`src/rtl/bac_pkg.sv`:
```
// Purpose: shared constants, types and op decode for the burst counter
// Assumes: port strobes are synchronous to hclk
// Notes:   register offsets are byte addresses on a 32-bit AHB-Lite bus
package bac_pkg;

  localparam int          ADDR_W     = 18;
  localparam logic [17:0] MASK_RST   = 18'h3FFFF;
  localparam logic [17:0] CNT_RST    = 18'h00000;

  ////////////////////////////////////////////////////////////////////////////
  // register map
  localparam logic [7:0]  OFF_CTRL   = 8'h00;
  localparam logic [7:0]  OFF_CMD    = 8'h04;
  localparam logic [7:0]  OFF_COUNT  = 8'h08;
  localparam logic [7:0]  OFF_MASK   = 8'h0C;
  localparam logic [7:0]  OFF_MIRROR = 8'h10;
  localparam logic [7:0]  OFF_STATUS = 8'h14;
  localparam logic [7:0]  OFF_NONE   = 8'hFF;

  localparam int          CTRL_OWN_BIT   = 0;
  localparam int          STAT_WRAP_BIT  = 0;
  localparam int          CMD_EN_N_BIT   = 18;
  localparam int          CMD_STB_N_BIT  = 19;
  localparam int          CMD_CLR_N_BIT  = 20;
  localparam int          CMD_SEL_BIT    = 21;
  localparam logic        CTRL_OWN_RST   = 1'b0;

  typedef struct packed {
    logic        select;
    logic        clear_n;
    logic        strobe_n;
    logic        en_n;
    logic [17:0] addr;
  } bac_port_type;

  localparam bac_port_type PORT_IDLE = '{1'b1, 1'b1, 1'b1, 1'b1, 18'h00000};

  typedef enum logic [3:0] {
    OP_HOLD  = 4'h0,
    OP_INC   = 4'h1,
    OP_LOAD  = 4'h3,
    OP_CLR   = 4'h2,
    OP_CRB   = 4'h6,
    OP_MASTER_RESET_N  = 4'h7,
    OP_MLOAD = 4'h5,
    OP_MRB   = 4'h4,
    OP_RSVD  = 4'hC
  } bac_op_type;

  function automatic bac_op_type bac_decode(input bac_port_type p);
    bac_op_type op;
    op = OP_HOLD;
    if (p.select) begin
      if (!p.clear_n)
        op = OP_CLR;
      else if (!p.strobe_n && !p.en_n)
        op = OP_LOAD;
      else if (!p.strobe_n)
        op = OP_CRB;
      else if (!p.en_n)
        op = OP_INC;
      else
        op = OP_HOLD;
    end else begin
      if (!p.clear_n)
        op = OP_MASTER_RESET_N;
      else if (!p.strobe_n && !p.en_n)
        op = OP_MLOAD;
      else if (!p.strobe_n)
        op = OP_MRB;
      else
        op = OP_RSVD;
    end
    return op;
  endfunction : bac_decode

endpackage : bac_pkg

```
`src/rtl/bac_top.sv`:
```
// Purpose: per-port burst address counter with mask and mirror registers
// Assumes: port pins are driven on the rising edge of hclk
// Notes:   AHB-Lite slave gives status and an alternative command source
//
// Decided for this implementation: the register offsets and the AHB-Lite slave port.

////////////////////////////////////////////////////////////////////////////
// Overview of operation
// - increment changes only unmasked counter bits
// - step one, or two when mask bit0 clear
// - all unmasked ones: next increment reloads mirror
// - wrap flag low when increment hits top
// - wrap flag high on other increment results
// - clear, load, mask reset, mask load, reset raise flag
// - flag may drive clear directly at speed
// - hold keeps all three registers unchanged
// - counter readback on address lines, next edge
// - mask readback on address lines, next edge
// - repeated increments cycle start to top
// - mask reset sets every mask bit
// - master reset sets every mask bit
// - mask load captures the address lines
// - mask wide enough for full memory
// - masked counter bits keep loaded value
// - select high decodes the counter operations
// - select low decodes the mask operations
// - clear zeroes unmasked counter and mirror bits
// - load writes counter and mirror together
module bac_top (
  input  wire logic        hclk,
  input  wire logic        hresetn,
  input  wire logic        hsel,
  input  wire logic [31:0] haddr,
  input  wire logic [1:0]  htrans,
  input  wire logic        hwrite,
  input  wire logic [2:0]  hsize,
  input  wire logic [31:0] hwdata,
  input  wire logic        hready,
  output logic             hreadyout,
  output logic             hresp,
  output logic      [31:0] hrdata,
  input  wire logic        master_reset_n,
  input  wire logic        counter_mask_select,
  input  wire logic        counter_clear_n,
  input  wire logic        addr_strobe_n,
  input  wire logic        count_enable_n,
  input  wire logic        chip_en_low_active,
  input  wire logic        chip_en_high_active,
  input  wire logic [17:0] addr_in,
  output logic      [17:0] addr_out,
  output logic             addr_oe,
  output logic             dq_off,
  output logic      [17:0] count_addr,
  output logic             wrap_flag_n
);

  logic                 rst_n;
  logic                 arst_n;

  assign arst_n = hresetn & master_reset_n;

  bac_rst_sync bac_rst_sync_inst (
    .hclk   (hclk),
    .arst_n (arst_n),
    .rst_n  (rst_n)
  );
  ////////////////////////////////////////////////////////////////////////////
  // bus slave state
  logic                 wr_pend_q, wr_pend_d;
  logic [7:0]           wr_off_q, wr_off_d;
  logic [31:0]          rdata_q, rdata_d;
  logic                 own_q, own_d;
  logic                 sw_vld_q, sw_vld_d;
  bac_pkg::bac_port_type sw_cmd_q, sw_cmd_d;
  logic                 ready_q;
  logic                 resp_q;
  ////////////////////////////////////////////////////////////////////////////
  // counter state
  logic [17:0]          cnt_q, cnt_d;
  logic [17:0]          mask_q, mask_d;
  logic [17:0]          mir_q, mir_d;
  logic                 flag_q, flag_d;
  logic [17:0]          rb_q, rb_d;
  logic                 rb_oe_q, rb_oe_d;
  logic                 dq_off_q, dq_off_d;

  bac_pkg::bac_port_type pins;
  bac_pkg::bac_port_type port_eff;
  bac_pkg::bac_op_type   op;
  logic [17:0]          inc_nxt;
  logic                 at_top;
  logic                 ce_active;
  logic                 take;
  logic [7:0]           off_a;

  assign pins.select   = counter_mask_select;
  assign pins.clear_n  = counter_clear_n;
  assign pins.strobe_n = addr_strobe_n;
  assign pins.en_n     = count_enable_n;
  assign pins.addr     = addr_in;
  assign ce_active     = !chip_en_low_active && chip_en_high_active;

  // software owns the port only while the control bit is set
  assign port_eff = own_q ? (sw_vld_q ? sw_cmd_q : bac_pkg::PORT_IDLE)
                          : pins;
  // op decode, reserved acts as hold
  assign op       = bac_pkg::bac_decode(port_eff);

  bac_incr bac_incr_inst (
    .cnt    (cnt_q),
    .mask   (mask_q),
    .mirror (mir_q),
    .nxt    (inc_nxt),
    .at_top (at_top)
  );
  ////////////////////////////////////////////////////////////////////////////
  // AHB-Lite slave, zero wait states, always OKAY
  assign take  = hsel && htrans[1] && hready;
  assign off_a = (haddr[31:8] == 24'h000000) ? haddr[7:0]
                                             : bac_pkg::OFF_NONE;

  always_comb
  begin
    wr_pend_d = take && hwrite;
    wr_off_d  = off_a;
    rdata_d   = 32'h00000000;
    own_d     = own_q;
    sw_vld_d  = 1'b0;
    sw_cmd_d  = sw_cmd_q;
    if (take && !hwrite) begin
      if (off_a == bac_pkg::OFF_CTRL)
        rdata_d[bac_pkg::CTRL_OWN_BIT] = own_q;
      else if (off_a == bac_pkg::OFF_COUNT)
        rdata_d[17:0] = cnt_q;
      else if (off_a == bac_pkg::OFF_MASK)
        rdata_d[17:0] = mask_q;
      else if (off_a == bac_pkg::OFF_MIRROR)
        rdata_d[17:0] = mir_q;
      else if (off_a == bac_pkg::OFF_STATUS)
        rdata_d[bac_pkg::STAT_WRAP_BIT] = flag_q;
    end
    if (wr_pend_q) begin
      if (wr_off_q == bac_pkg::OFF_CTRL) begin
        own_d = hwdata[bac_pkg::CTRL_OWN_BIT];
      end else if (wr_off_q == bac_pkg::OFF_CMD) begin
        sw_vld_d         = 1'b1;
        sw_cmd_d.addr    = hwdata[17:0];
        sw_cmd_d.en_n    = hwdata[bac_pkg::CMD_EN_N_BIT];
        sw_cmd_d.strobe_n = hwdata[bac_pkg::CMD_STB_N_BIT];
        sw_cmd_d.clear_n = hwdata[bac_pkg::CMD_CLR_N_BIT];
        sw_cmd_d.select  = hwdata[bac_pkg::CMD_SEL_BIT];
      end
    end
  end

  always_ff @(posedge hclk or negedge rst_n)
  begin
    if (!rst_n) begin
      wr_pend_q <= 1'b0;
      wr_off_q  <= bac_pkg::OFF_NONE;
      rdata_q   <= 32'h00000000;
      own_q     <= bac_pkg::CTRL_OWN_RST;
      sw_vld_q  <= 1'b0;
      sw_cmd_q  <= bac_pkg::PORT_IDLE;
      ready_q   <= 1'b1;
      resp_q    <= 1'b0;
    end else begin
      wr_pend_q <= wr_pend_d;
      wr_off_q  <= wr_off_d;
      rdata_q   <= rdata_d;
      own_q     <= own_d;
      sw_vld_q  <= sw_vld_d;
      sw_cmd_q  <= sw_cmd_d;
      ready_q   <= 1'b1;
      resp_q    <= 1'b0;
    end
  end
  ////////////////////////////////////////////////////////////////////////////
  // counter, mask and mirror
  always_comb
  begin
    cnt_d    = cnt_q;
    mask_d   = mask_q;
    mir_d    = mir_q;
    flag_d   = flag_q;
    rb_d     = rb_q;
    rb_oe_d  = 1'b0;
    dq_off_d = 1'b0;
    case (op)
      bac_pkg::OP_INC:
      begin
        cnt_d  = inc_nxt;
        flag_d = ((inc_nxt & mask_q) != mask_q);
      end
      bac_pkg::OP_CLR:
      begin
        // zero unmasked bits, tied flag safe
        cnt_d  = cnt_q & ~mask_q;
        mir_d  = mir_q & ~mask_q;
        flag_d = 1'b1;
      end
      bac_pkg::OP_LOAD:
      begin
        cnt_d  = port_eff.addr;
        mir_d  = port_eff.addr;
        flag_d = 1'b1;
      end
      bac_pkg::OP_MASTER_RESET_N:
      begin
        // all mask bits set, flag raised
        mask_d = bac_pkg::MASK_RST;
        flag_d = 1'b1;
      end
      bac_pkg::OP_MLOAD:
      begin
        mask_d = port_eff.addr;
        flag_d = 1'b1;
      end
      bac_pkg::OP_CRB:
      begin
        rb_d     = cnt_q;
        rb_oe_d  = 1'b1;
        dq_off_d = ce_active;
      end
      bac_pkg::OP_MRB:
      begin
        rb_d     = mask_q;
        rb_oe_d  = 1'b1;
        dq_off_d = ce_active;
      end
      default:
      begin
        cnt_d = cnt_q;
      end
    endcase
  end

  always_ff @(posedge hclk or negedge rst_n)
  begin
    if (!rst_n) begin
      cnt_q    <= bac_pkg::CNT_RST;
      mask_q   <= bac_pkg::MASK_RST;
      mir_q    <= bac_pkg::CNT_RST;
      flag_q   <= 1'b1;
      rb_q     <= bac_pkg::CNT_RST;
      rb_oe_q  <= 1'b0;
      dq_off_q <= 1'b0;
    end else begin
      cnt_q    <= cnt_d;
      mask_q   <= mask_d;
      mir_q    <= mir_d;
      flag_q   <= flag_d;
      rb_q     <= rb_d;
      rb_oe_q  <= rb_oe_d;
      dq_off_q <= dq_off_d;
    end
  end

  assign hreadyout   = ready_q;
  assign hresp       = resp_q;
  assign hrdata      = rdata_q;
  assign addr_out    = rb_q;
  assign addr_oe     = rb_oe_q;
  assign dq_off      = dq_off_q;
  assign count_addr  = cnt_q;
  assign wrap_flag_n = flag_q;
endmodule : bac_top

```
`src/rtl/bac_rst_sync.sv`:
```
// Purpose: reset bridge, asserts at once and releases on the clock
// Assumes: arst_n may fall at any time
// Notes:   second stage is the only reader of the first
module bac_rst_sync (
  input  wire logic hclk,
  input  wire logic arst_n,
  output logic      rst_n
);

  logic meta_q;
  logic sync_q;

  always_ff @(posedge hclk or negedge arst_n)
  begin
    if (!arst_n) begin
      meta_q <= 1'b0;
      sync_q <= 1'b0;
    end else begin
      meta_q <= 1'b1;
      sync_q <= meta_q;
    end
  end

  assign rst_n = sync_q;

endmodule : bac_rst_sync

```
`src/rtl/bac_incr.sv`:
```
// Purpose: masked increment with wrap to the mirror value
// Assumes: mask is zeros, then ones, optionally one trailing zero
// Notes:   purely combinational
module bac_incr (
  input  wire logic [17:0] cnt,
  input  wire logic [17:0] mask,
  input  wire logic [17:0] mirror,
  output logic      [17:0] nxt,
  output logic             at_top
);

  logic [17:0] filled;
  logic [17:0] sum;

  // masked bits forced to one so the carry passes a masked bit 0 (+2)
  assign filled = cnt | ~mask;
  assign sum    = filled + 18'h00001;
  assign at_top = ((cnt & mask) == mask);
  assign nxt    = at_top ? mirror : ((cnt & ~mask) | (sum & mask));

endmodule : bac_incr

```
`config.mk`:
```
export PLATFORM = sky130hd
export DESIGN_NAME = bac_top
export DESIGN_NICKNAME = d
export VERILOG_FILES = /design/src/rtl/bac_pkg.sv /design/src/rtl/bac_top.sv /design/src/rtl/bac_rst_sync.sv /design/src/rtl/bac_incr.sv
export SDC_FILE = /design/constraint.sdc
export NUM_CORES = 1
export LEC_CHECK = 0
export BUFFER_PORTS_ARGS = -buffer_cell sky130_fd_sc_hd__buf_2
export CORE_MARGIN = 2
export CORE_UTILIZATION = 55
export CTS_CLUSTER_DIAMETER = 50
export DETAILED_ROUTE_END_ITERATION = 6
export GPL_ROUTABILITY_DRIVEN = 0
export PLACE_DENSITY = 0.79
export SLEW_MARGIN = 20
export SYNTH_ARGS = -nofsm -noshare
export SYNTH_HDL_FRONTEND = slang
export SYNTH_SLANG_ARGS = --single-unit
```
`constraint.sdc`:
```
create_clock -name hclk -period 5.55 [get_ports hclk]
set_input_delay 1.665 -clock hclk [delete_from_list [all_inputs] [get_ports hclk]]
set_output_delay 1.665 -clock hclk [all_outputs]
set_load 0.02 [all_outputs]
```
---- Yosys cells after proc, flatten, opt, wreduce, memory -nomap -nowiden ----
Cells that the tools add are included.
word-level totals
  register bits after elaboration ......... 128
  output and inout bits ................... 73
  input port bits ......................... 99
operators by class
  mux-type cells .......................... 30
  bitwise gates (word level) .............. 10
  reductions and logical operators ........ 22
  add/subtract/negate cells ............... 1
  eq/ne operators ......................... 14
operators with widths
  kind                     number
  $pmux W18 S2             3
  $and A18 B18 Y18         5
  $mux W18                 4
  $pmux W18 S3             1
  $mux W22                 2
  $or A18 B18 Y18          2
  $mux W17                 2
  $logic_not A24 Y1        1
  $mux W4                  5
  $add A18 B1 Y18 const B  1
  $eq A18 B18 Y1           1
  $ne A18 B18 Y1           1
  $not A18 Y18             1
  $eq A4 B3 Y1 const B     4
  $eq A8 B4 Y1 const B     2
  $eq A8 B5 Y1 const B     2
  $logic_not A8 Y1         2
  $mux W1                  9
  $eq A4 B2 Y1 const B     2
  $eq A8 B3 Y1 const B     1
  $mux W8                  1
  $reduce_bool A2 Y1       4
  $logic_and A1 B1 Y1      6
  $mux W3                  2
  other kinds (10)         13

---- Depth between registers and ports, before layout ----
Gate-level depths: netlist (run 1).
  word-level depth ........................ 10
  mapped depth ............................ 13

---- Hierarchy ----
A second synthesis (run 1) with hierarchy kept.
unflattened totals
  cells, all modules ...................... 732
  area, all modules ....................... 7096.8 um^2
by module, submodules not included
  module        instances  cells each  seq. area each (um^2)  area an instance (um^2)
  bac_top       1          605         3191.8                 6180.9
  bac_incr      1          124         0.0                    862.1
  bac_rst_sync  1          3           50.0                   53.8

---- Least setup slack after synthesis (run 1) ----
No wires, ideal clock.
  kind .................................... input-to-reg
  start ................................... input port haddr[20]
  end ..................................... register rdata_q[10], in the netlist hrdata[10]
  data arrival time ....................... 3.441 ns
  stages on the path ...................... 8
  setup slack ............................. 1.987 ns
  cells stage by stage .................... nor4_1 > nand4_1 > or3_1 > nor2_1 > nand2_1 > o21ai_1 > buf_2 > nor2_1
on the way
  cells in the longest elaborated chain, start to end .. 8
  elaborated cells on any way between the ends .. 11
  classes of those cells .................. eq/ne (3); mux (6); reduce/logical (2)
ends and longest elaborated chain
  element                RTL line        source
  from (decl)            bac_top.sv:33   input wire logic [31:0] haddr,
  $logic_not A24 Y1 (*)  bac_top.sv:119  assign off_a = (haddr[31:8] == 24'h000000) ? haddr[7:0]
  $mux W8 (*)            bac_top.sv:119
  via off_a[7]           bac_top.sv:94   logic [7:0] off_a;
  $eq A8 B5 Y1           bac_top.sv:137  else if (off_a == bac_pkg::OFF_MIRROR)
  $mux W17               bac_top.sv:137
  $mux W18               bac_top.sv:135  else if (off_a == bac_pkg::OFF_MASK)
  $mux W18               bac_top.sv:133  else if (off_a == bac_pkg::OFF_COUNT)
  $mux W17 (*)           bac_top.sv:131  if (off_a == bac_pkg::OFF_CTRL)
  $mux W18 (*)           bac_top.sv:130  if (take && !hwrite) begin
  via rdata_d[10]        bac_top.sv:71   logic [31:0] rdata_q, rdata_d;
  to (signal assigned)   bac_top.sv:170  rdata_q <= rdata_d;
  to (decl)              bac_top.sv:71
Mark *: on every way through the listed nets, which the timed path passes. The rest lies on a longest branch.
A chain may end at the register's enable or synchronous reset.

---- Worst setup path in the final report (run 1) ----
  start ................................... input port haddr[21]
  end ..................................... register rdata_q[0], in the netlist hrdata[0]
on the way
  cells in the longest elaborated chain, start to end .. 9
  elaborated cells on any way between the ends .. 13
  classes of those cells .................. eq/ne (4); mux (7); reduce/logical (2)
ends and longest elaborated chain
  element                RTL line        source
  $logic_not A24 Y1 (*)  bac_top.sv:119
  $mux W8 (*)            bac_top.sv:119
  via off_a[7]           bac_top.sv:94
  $eq A8 B5 Y1           bac_top.sv:139  else if (off_a == bac_pkg::OFF_STATUS)
  $mux W1                bac_top.sv:139
  $mux W1                bac_top.sv:137
  $mux W18               bac_top.sv:135
  $mux W18               bac_top.sv:133
  $mux W1 (*)            bac_top.sv:131
  $mux W18 (*)           bac_top.sv:130
  via rdata_d[0]         bac_top.sv:71
Marked as above.

==> flow_metrics.tcl, run 1 <==
set metrics [dict create \
    rr_startpoint "own_q" \
    hold_buffers 0 \
    synth_top_area_cell "dfrtp_1" \
    fillers 1092 \
    avgSynthCellArea_sq_um 8.49 \
    async_flop_share 1.00 \
    syn_inst 844 \
    tns_ps 0 \
    grt_max_degree 65 \
    critPathMaxFanout 18 \
    layout_commonest_cell "buf_2" \
    htreeDepth 4 \
    cp-end-kind "flop" \
    final.setup.worst_slack_ps 1580 \
    max-slew-margin-rel 0.211 \
    multi_input_area_sq_um 3580 \
    fin_nets 1067 \
    cts_resized 0 \
    clk_pin_slew_ps 60 \
    synth_seq_area_share 0.452 \
    required_ps 5920 \
    synth_cell_types 61 \
    fp.dieW_um 118 \
    synth-edff-count 0 \
    grt_pass1_vias 6287 \
    drtIter0Drc 531 \
    antenna_left 0 \
    arrival_ps 4330 \
    syn2layout_area_growth_pct 18.9 \
    drive_gt1_frac 0.238 \
    fmax_ghz 0.252 \
    finalMaxSlewViolations 0 \
    hold_path_class "reg2reg" \
    post-route-period-util 0.714 \
    cts.sinks 128 \
    syn_area_sq_um 7170 \
    rows 41 \
    hold_viol 0 \
    utilization 0.672 \
    cts_buffer_depth 2 \
    regArea_sq_um 3250 \
    numPortBuffers 141 \
    yosysTopAreaCellShare 0.339 \
    status "completed" \
    setup.worst_path.start_class "primary input" \
    ys_warn_count 0 \
    path_class "in2reg" \
    grt.total_usage 0.287 \
    grt_pass1_wl_mm 31.7 \
    vdd_drop_max_mv 0.214 \
    post-place-ws_ps 1180 \
    rsz0062_at_grt "false" \
    synth-main-ff-cell "dfrtp_1" \
    cts-root-buf "clkbuf_16" \
    clk_latency_ps 430 \
    most-common-layout-cells "buf_2, nand2_1, nor2_1" \
    period_minus_slack_ps 3970 \
    vias 6546 \
    die_y_um 118 \
    ys_ff_latch 128 \
    antenna_found_initial 0 \
    wl_per_cell_um 16.8 \
    io_pins 172 \
    ys_top_cells_by_area "dfrtp_1, dfstp_2, nand2_1, a21oi_1, nor2_1" \
    finalPower_mw 2.76 \
    cts_setup_buffers 0 \
    first_pass_iters 5 \
    grt_overflow 0 \
    dp_hpwl_mm 13.3 \
    drc_errors 0 \
    antenna_cells 0 \
    cap_violations 0 \
    wl_mm 19.3 \
    core-area_sq_um 12700 \
    finClkSkew_ps 7.61 \
    design.die.area_sq_um 14000 \
    viasPerCell 5.70 \
    cts_buffers 17 \
    startpoint "haddr[21]" \
    leakagePower_nw 4.02 \
    powerDensity_nw_per_um2 323 \
    min_from "bac_rst_sync_inst.meta_q" \
    start_util 0.566 \
    finalSetupViolations 0 \
    worst_pin_slew_ps 1180 \
    whs_ps 349 \
    cts_tree "done" \
]
==> critical path: stages <==
cell and delay (ps):
buf_2 90, nor4_1 290, nand4_1 310, or3_1 450
nor2_1 220, nand3_1 700, o21ai_0 400, o311a_1 200
==> Yosys cell counts (all sizes together), types with 3 or more instances <==
library cell,instances
nand3,10
a22o,7
and2,4
nor4,9
inv,25
nor2b,25
a2111oi,3
xor2,13
o22ai,11
a21o,11
ha,4
a21oi,85
mux2i,33
and3,5
clkbuf,34
nor2,110
nand2b,6
o21ai,88
a211oi,4
dfrtp,97
a2bb2oi,3
nand4,5
or3,8
nand2,124
buf,30
xnor2,11
nor3,16
dfstp,31
==> layout make-up <==
cell class / instances / share of cell area
Timing Repair Buffer: 150 / 0.0908
Inverter: 25 / 0.0110
Clock inverter: 13 / 0.0191
Multi-Input combinational cell: 642 / 0.420
Clock buffer: 19 / 0.0532
Tap cell: 172 / 0.0253
Sequential cell: 128 / 0.381
==> registers in the layout, summed over array words and instances, names as in the netlist, 8 cells and up <==
register,cells
sw_cmd_q,22
addr_out,18
count_addr,18
hrdata,18
mask_q,18
mir_q,18
wr_off_q,8
==> where the power goes <==
group	total [mW]	internal (mW)	switching [mW]
combinational	0.488	0.188	0.300
sequential	1.12	1.01	0.107
clock	1.15	0.728	0.421
total	2.76	1.93	0.828
==> per-stage QoR <==
step	instances	instance area [sq um]
6_report	1149	8520
5_1_grt	1149	8520
2_1_floorplan	859	7220
3_3_place_gp	1117	7900
3_5_place_dp	1117	7900
4_1_cts	1149	8520
==> worst paths after layout <==
path                                      endpoint  slack [ps]  depth (start not counted)
setup / recovery                         hrdata[0]        1580                          8
hold / removal             bac_rst_sync_inst.rst_n         350                          0
setup reg to reg                         mir_q[10]        1880                          5
hold reg to reg            bac_rst_sync_inst.rst_n         350                          0
max in group asynchronous                  addr_oe        3810                          1
min in group asynchronous              sw_cmd_q[5]         410                          0
==> routing by layer <==
layer  up-vias  global-route usage  part of all wire
met2       310               0.428              0.45
met3        49              0.0767             0.091
met5         -                   0                 0
met1      3071               0.394              0.43
met4         0               0.125             0.031
li1       3116                   -                 -
==> logic make-up after synthesis <==
logic type / share of synthesized area
multiplexers: 0.0477
other: 0.00105
adder cells (fa/ha/maj): 0.00698
flip-flops: 0.452
AND/OR/NAND/NOR: 0.209
AO/OA/AOI/OAI: 0.195
buffers and inverters: 0.0590
XOR/XNOR: 0.0293
Power figures use the tool's default switching activity.
==> run 2: changes to the inputs <==
--- a/config.mk
+++ b/config.mk
@@ -7,11 +7,11 @@
 export LEC_CHECK = 0
 export BUFFER_PORTS_ARGS = -buffer_cell sky130_fd_sc_hd__buf_2
 export CORE_MARGIN = 2
-export CORE_UTILIZATION = 55
+export CORE_UTILIZATION = 49
 export CTS_CLUSTER_DIAMETER = 50
 export DETAILED_ROUTE_END_ITERATION = 6
 export GPL_ROUTABILITY_DRIVEN = 0
-export PLACE_DENSITY = 0.79
+export PLACE_DENSITY = 0.74
 export SLEW_MARGIN = 20
 export SYNTH_ARGS = -nofsm -noshare
 export SYNTH_HDL_FRONTEND = slang
==> constraint.sdc (replaced) <==
create_clock -name hclk -period 3.2 [get_ports hclk]
set_input_delay 0.96 -clock hclk [delete_from_list [all_inputs] [get_ports hclk]]
set_output_delay 0.96 -clock hclk [all_outputs]
set_load 0.02 [all_outputs]
==> flow_metrics.tcl, run 2 (synthesis gave the netlist of run 1 again) <==
set metrics [dict create \
    finalSetupViolations 0 \
    cts.sinks 128 \
    drive_gt1_frac 0.255 \
    layout_commonest_cell "buf_2" \
    cp-end-kind "flop" \
    cap_violations 0 \
    finalMaxSlewViolations 0 \
    post-route-period-util 0.884 \
    rsz0062_at_grt "false" \
    antenna_left 0 \
    place_area_sq_um 8170 \
    final_area_sq_um 8760 \
    most-common-layout-cells "buf_2, nand2_1, nor2_1" \
    status "completed" \
    required_ps 3530 \
    hold_path_class "reg2async" \
    htreeDepth 4 \
    grt_max_degree 61 \
    regMostFlops "sw_cmd_q" \
    grt.total_usage 0.265 \
    clk_latency_ps 420 \
    vias 6623 \
    period_minus_slack_ps 2830 \
    fp.dieW_um 125 \
    powerDensity_nw_per_um2 540 \
    leakagePower_nw 4.18 \
    wl_per_cell_um 16.9 \
    hold_viol 0 \
    cts_buffers 17 \
    post-place-ws_ps 305 \
    cts_tree "done" \
    crit_family "compound AO/OA/AOI/OAI gates" \
    fin_nets 1097 \
    grt_pass1_vias 6353 \
    final.setup.worst_slack_ps 371 \
    crit_path_cell_trace "nor2b_2 > a2111oi_4 > nand3_4 > or2_1 > mux2i_1 > a2111o_1 > nor4b_2 > a41oi_1" \
    wl_mm 20.2 \
    grt_pass1_wl_mm 32.8 \
    cts_buffer_depth 2 \
    die_y_um 125 \
    critPathMaxFanout 9 \
    cts-root-buf "clkbuf_16" \
    start_util 0.497 \
    viasPerCell 5.56 \
    design.die.area_sq_um 15600 \
    finalNonFillerCells 1191 \
    worst_pin_slew_ps 763 \
    rows 44 \
    grt_overflow 0 \
    numPortBuffers 141 \
    hold_buffers 0 \
    clk_pin_slew_ps 60 \
    vdd_drop_max_mv 0.343 \
    fillers 1307 \
    finalPower_mw 4.73 \
    crit_buf_inv 0 \
    finClkSkew_ps 6.97 \
    max-slew-margin-rel 0.491 \
    first_pass_iters 6 \
    fmax_ghz 0.353 \
    syn2layout_area_growth_pct 22.2 \
    cpMaxStageDelayCell "a2111oi_4" \
    io_pins 172 \
    tns_ps 0 \
    path_class "reg2reg" \
    drtIter0Drc 549 \
    setup.worst_path.start_class "flop" \
    place_inst 1159 \
    arrival_ps 3160 \
    antenna_found_initial 0 \
    dp_hpwl_mm 14.0 \
    core-area_sq_um 14400 \
    drc_errors 0 \
    antenna_cells 0 \
    cts_setup_buffers 0 \
    cts_resized 0 \
    cpPeakStageDelay_ps 630 \
    largest_reg_flops 22 \
]
==> run 2: changes by cell type in the layout (fill, tap and decap cells not counted), moves of 2 or more <==
cell / delta
a21oi_1: +2
a21oi_2: -2
buf_12: +3
buf_4: +27
clkbuf_1: +2
clkinv_2: +2
clkinvlp_4: -3
==> run 2: report_power, final <==
group          switching (mW)  total (mW)  internal, mW  leakage, nW
Sequential              0.159        1.91          1.76         1.54
Clock                   0.713        1.92          1.20        0.282
Combinational           0.550       0.903         0.353         2.36
==> run 2: final cells by class <==
| class | count | area [sq um] | share of cell area |
|---|---|---|---|
| sequential | 128 | 3250 | 0.371 |
| tap | 184 | 230 | 0.0263 |
| multi-input combinational | 642 | 3560 | 0.407 |
| clock buffer | 22 | 474 | 0.0542 |
| timing repair buffer | 180 | 1040 | 0.118 |
| inverter | 25 | 93.8 | 0.0107 |
| clock inverter | 10 | 111 | 0.0127 |
==> run 2: metal layers <==
layer,vias to the layer above,routed length [um],track usage
met3,40,1940,0.0749
met4,0,467,0.105
li1,3177,-,-
met1,3103,8780,0.371
met5,-,0,0
met2,303,8970,0.391
==> run 2: path summary, 6_finish.rpt <==
kind                                          start                      end  slack [ps]  depth (start not counted)
setup / recovery                      count_addr[3]              wrap_flag_n         370                          8
hold / removal              bac_rst_sync_inst.rst_n              sw_cmd_q[5]         360                          0
setup reg to reg                      count_addr[3]              wrap_flag_n         370                          8
hold reg to reg             bac_rst_sync_inst.rst_n              sw_cmd_q[5]         360                          0
max in group asynchronous   bac_rst_sync_inst.rst_n                mask_q[5]        2030                          1
min in group hclk          bac_rst_sync_inst.meta_q  bac_rst_sync_inst.rst_n         360                          0
==> run 2: per-stage QoR <==
step | util | hold WS (ps)
after floorplan | - | 331
after global placement | 0.566 | 337
after detailed placement | 0.566 | 345
after CTS | 0.607 | 357
after global routing | 0.607 | 361
final | 0.607 | 355
==> run 3: changes to the inputs <==
--- a/config.mk
+++ b/config.mk
@@ -6,13 +6,14 @@
 export NUM_CORES = 1
 export LEC_CHECK = 0
 export BUFFER_PORTS_ARGS = -buffer_cell sky130_fd_sc_hd__buf_2
+export CAP_MARGIN = 20
 export CORE_MARGIN = 2
 export CORE_UTILIZATION = 49
 export CTS_CLUSTER_DIAMETER = 50
 export DETAILED_ROUTE_END_ITERATION = 6
 export GPL_ROUTABILITY_DRIVEN = 0
 export PLACE_DENSITY = 0.74
-export SLEW_MARGIN = 20
+export SLEW_MARGIN = 5
 export SYNTH_ARGS = -nofsm -noshare
 export SYNTH_HDL_FRONTEND = slang
 export SYNTH_SLANG_ARGS = --single-unit
==> constraint.sdc (replaced) <==
create_clock -name hclk -period 2.3 [get_ports hclk]
set_input_delay 0.69 -clock hclk [delete_from_list [all_inputs] [get_ports hclk]]
set_output_delay 0.69 -clock hclk [all_outputs]
set_load 0.02 [all_outputs]
==> flow_metrics.tcl, run 3 (synthesis gave the netlist of run 1 again) <==
set metrics [dict create \
    status "complete, but fails checks" \
    violations "setup timing" \
    finalNonFillerCells 1278 \
    grt_overflow 0 \
    hold_buffers 0 \
    finClkSkew_ps 8.56 \
    cpPeakStageDelay_ps 420 \
    cts_buffer_depth 2 \
    fp.dieW_um 125 \
    layout_commonest_cell "buf_2" \
    grt.total_usage 0.286 \
    fmax_ghz 0.403 \
    grt_pass1_vias 6992 \
    vias 7101 \
    cap_violations 0 \
    cpMaxStageDelayCell "a2111o_1" \
    cp_num_cells 11 \
    drive_gt1_frac 0.374 \
    tns_ps -212 \
    fillers 1134 \
    cp-end-kind "flop" \
    worst_pin_slew_ps 686 \
    arrival_ps 2830 \
    clk_latency_ps 430 \
    wl_mm 22.1 \
    finalMaxSlewViolations 0 \
    cts_tree "done" \
    r2r-end "wrap_flag_n" \
    wl_per_cell_um 17.3 \
    antenna_found_initial 0 \
    startpoint "mask_q[3]" \
    place_inst 1234 \
    core-area_sq_um 14400 \
    multi_input_area_sq_um 3880 \
    crit_path_cell_trace "nor2b_4 > a2111oi_4 > buf_4 > nand3_4 > buf_6 > nor2_4 > buf_4 > a211oi_1 > a2111o_1 > nor4b_2 > a41oi_1" \
    rr_startpoint "mask_q[3]" \
    rsz0062_at_grt "true" \
    cts.sinks 128 \
    crit_end "wrap_flag_n" \
    design.die.area_sq_um 15600 \
    rows 44 \
    cts-root-buf "clkbuf_16" \
    crit_family "compound AO/OA/AOI/OAI gates" \
    critPathMaxFanout 3 \
    leakagePower_nw 4.77 \
    fin_nets 1184 \
    antenna_cells 0 \
    powerDensity_nw_per_um2 740 \
    required_ps 2640 \
    final_area_sq_um 9990 \
    viasPerCell 5.56 \
    vdd_drop_max_mv 0.495 \
    grt_pass1_wl_mm 35.4 \
    first_pass_iters 6 \
    utilization 0.693 \
    regArea_sq_um 3260 \
    most-common-layout-cells "buf_2, nand2_1, buf_4" \
    finalSetupViolations 3 \
    syn2layout_area_growth_pct 39.4 \
    hold_path_class "in2async" \
    finalPower_mw 7.39 \
    htreeDepth 4 \
    path_common_cell "buf_4" \
    cts_buffers 17 \
    die_y_um 125 \
    place_area_sq_um 8950 \
    io_pins 172 \
    regMostFlops "sw_cmd_q" \
    antenna_left 0 \
    hold_viol 0 \
    final.setup.worst_slack_ps -182 \
    reg2reg_depth 11 \
    dp_hpwl_mm 15.4 \
    crit_buf_inv 3 \
    setup.worst_path.start_class "flop" \
    numPortBuffers 141 \
    clk_pin_slew_ps 60 \
    rrSetupSlack_ps -180 \
    drc_errors 0 \
    max-slew-margin-rel 0.543 \
    period_minus_slack_ps 2480 \
    grt_max_degree 76 \
    drtIter0Drc 495 \
    path_class "reg2reg" \
    post-route-period-util 1.08 \
    largest_reg_flops 22 \
    start_util 0.497 \
]
==> run 3: cell types whose count changed in the layout (fill, tap and decap cells not counted), sizes merged <==
| cell | previous run | this run |
|---|---|---|
| buf | 180 | 267 |
| bufinv | 2 | 5 |
| clkbuf | 22 | 24 |
| clkinv | 5 | 2 |
| clkinvlp | 3 | 1 |
==> run 3: repair_timing <==
item | 4_1_cts | 5_1_grt
endpoints found under the setup margin | 6 | 14
resized for setup | 17 | 48
buffers inserted | 7 | 5
cloned | 0 | 0
pin swaps | 11 | 31
==> run 3: worst min-delay path by stage <==
stage / from / end / slack, ps / cells after the start
after floorplan: bac_rst_sync_inst.meta_q / bac_rst_sync_inst.rst_n / 330 / 0
after global routing: master_reset_n / bac_rst_sync_inst.meta_q / 160 / 2
after global placement: bac_rst_sync_inst.rst_n / sw_cmd_q[3] / 230 / 0
after detailed placement: bac_rst_sync_inst.rst_n / sw_cmd_q[4] / 230 / 0
after CTS: master_reset_n / bac_rst_sync_inst.rst_n / 140 / 2
final: master_reset_n / bac_rst_sync_inst.rst_n / 140 / 2
==> run 3: per-stage QoR <==
stage / hold slack, ps / setup slack [ps]
after floorplan: 331 / -254
after global placement: 228 / -176
after detailed placement: 228 / -235
after CTS: 139 / -161
after global routing: 159 / -316
final: 144 / -182
==> run 3: layout make-up <==
class                      count  area share
clock buffer                  24      0.0522
clock inverter                 8      0.0172
multi-input combinational    642       0.388
sequential                   128       0.326
timing repair buffer         267       0.184
tap                          184      0.0230
inverter                      25     0.00964
==> run 3: power by group <==
group	internal, mW	switching, mW	leakage (nW)	total (mW)
Combinational	0.717	0.998	2.91	1.72
Clock	2.12	0.977	0.339	3.10
Sequential	2.45	0.130	1.52	2.58
==> run 3: metal layers <==
metal,GRT usage,vias to the layer above,wire length [um]
met5,0,-,0
met4,0.142,0,851
met3,0.0659,61,1950
met2,0.447,337,10200
met1,0.376,3346,9150
li1,-,3357,-
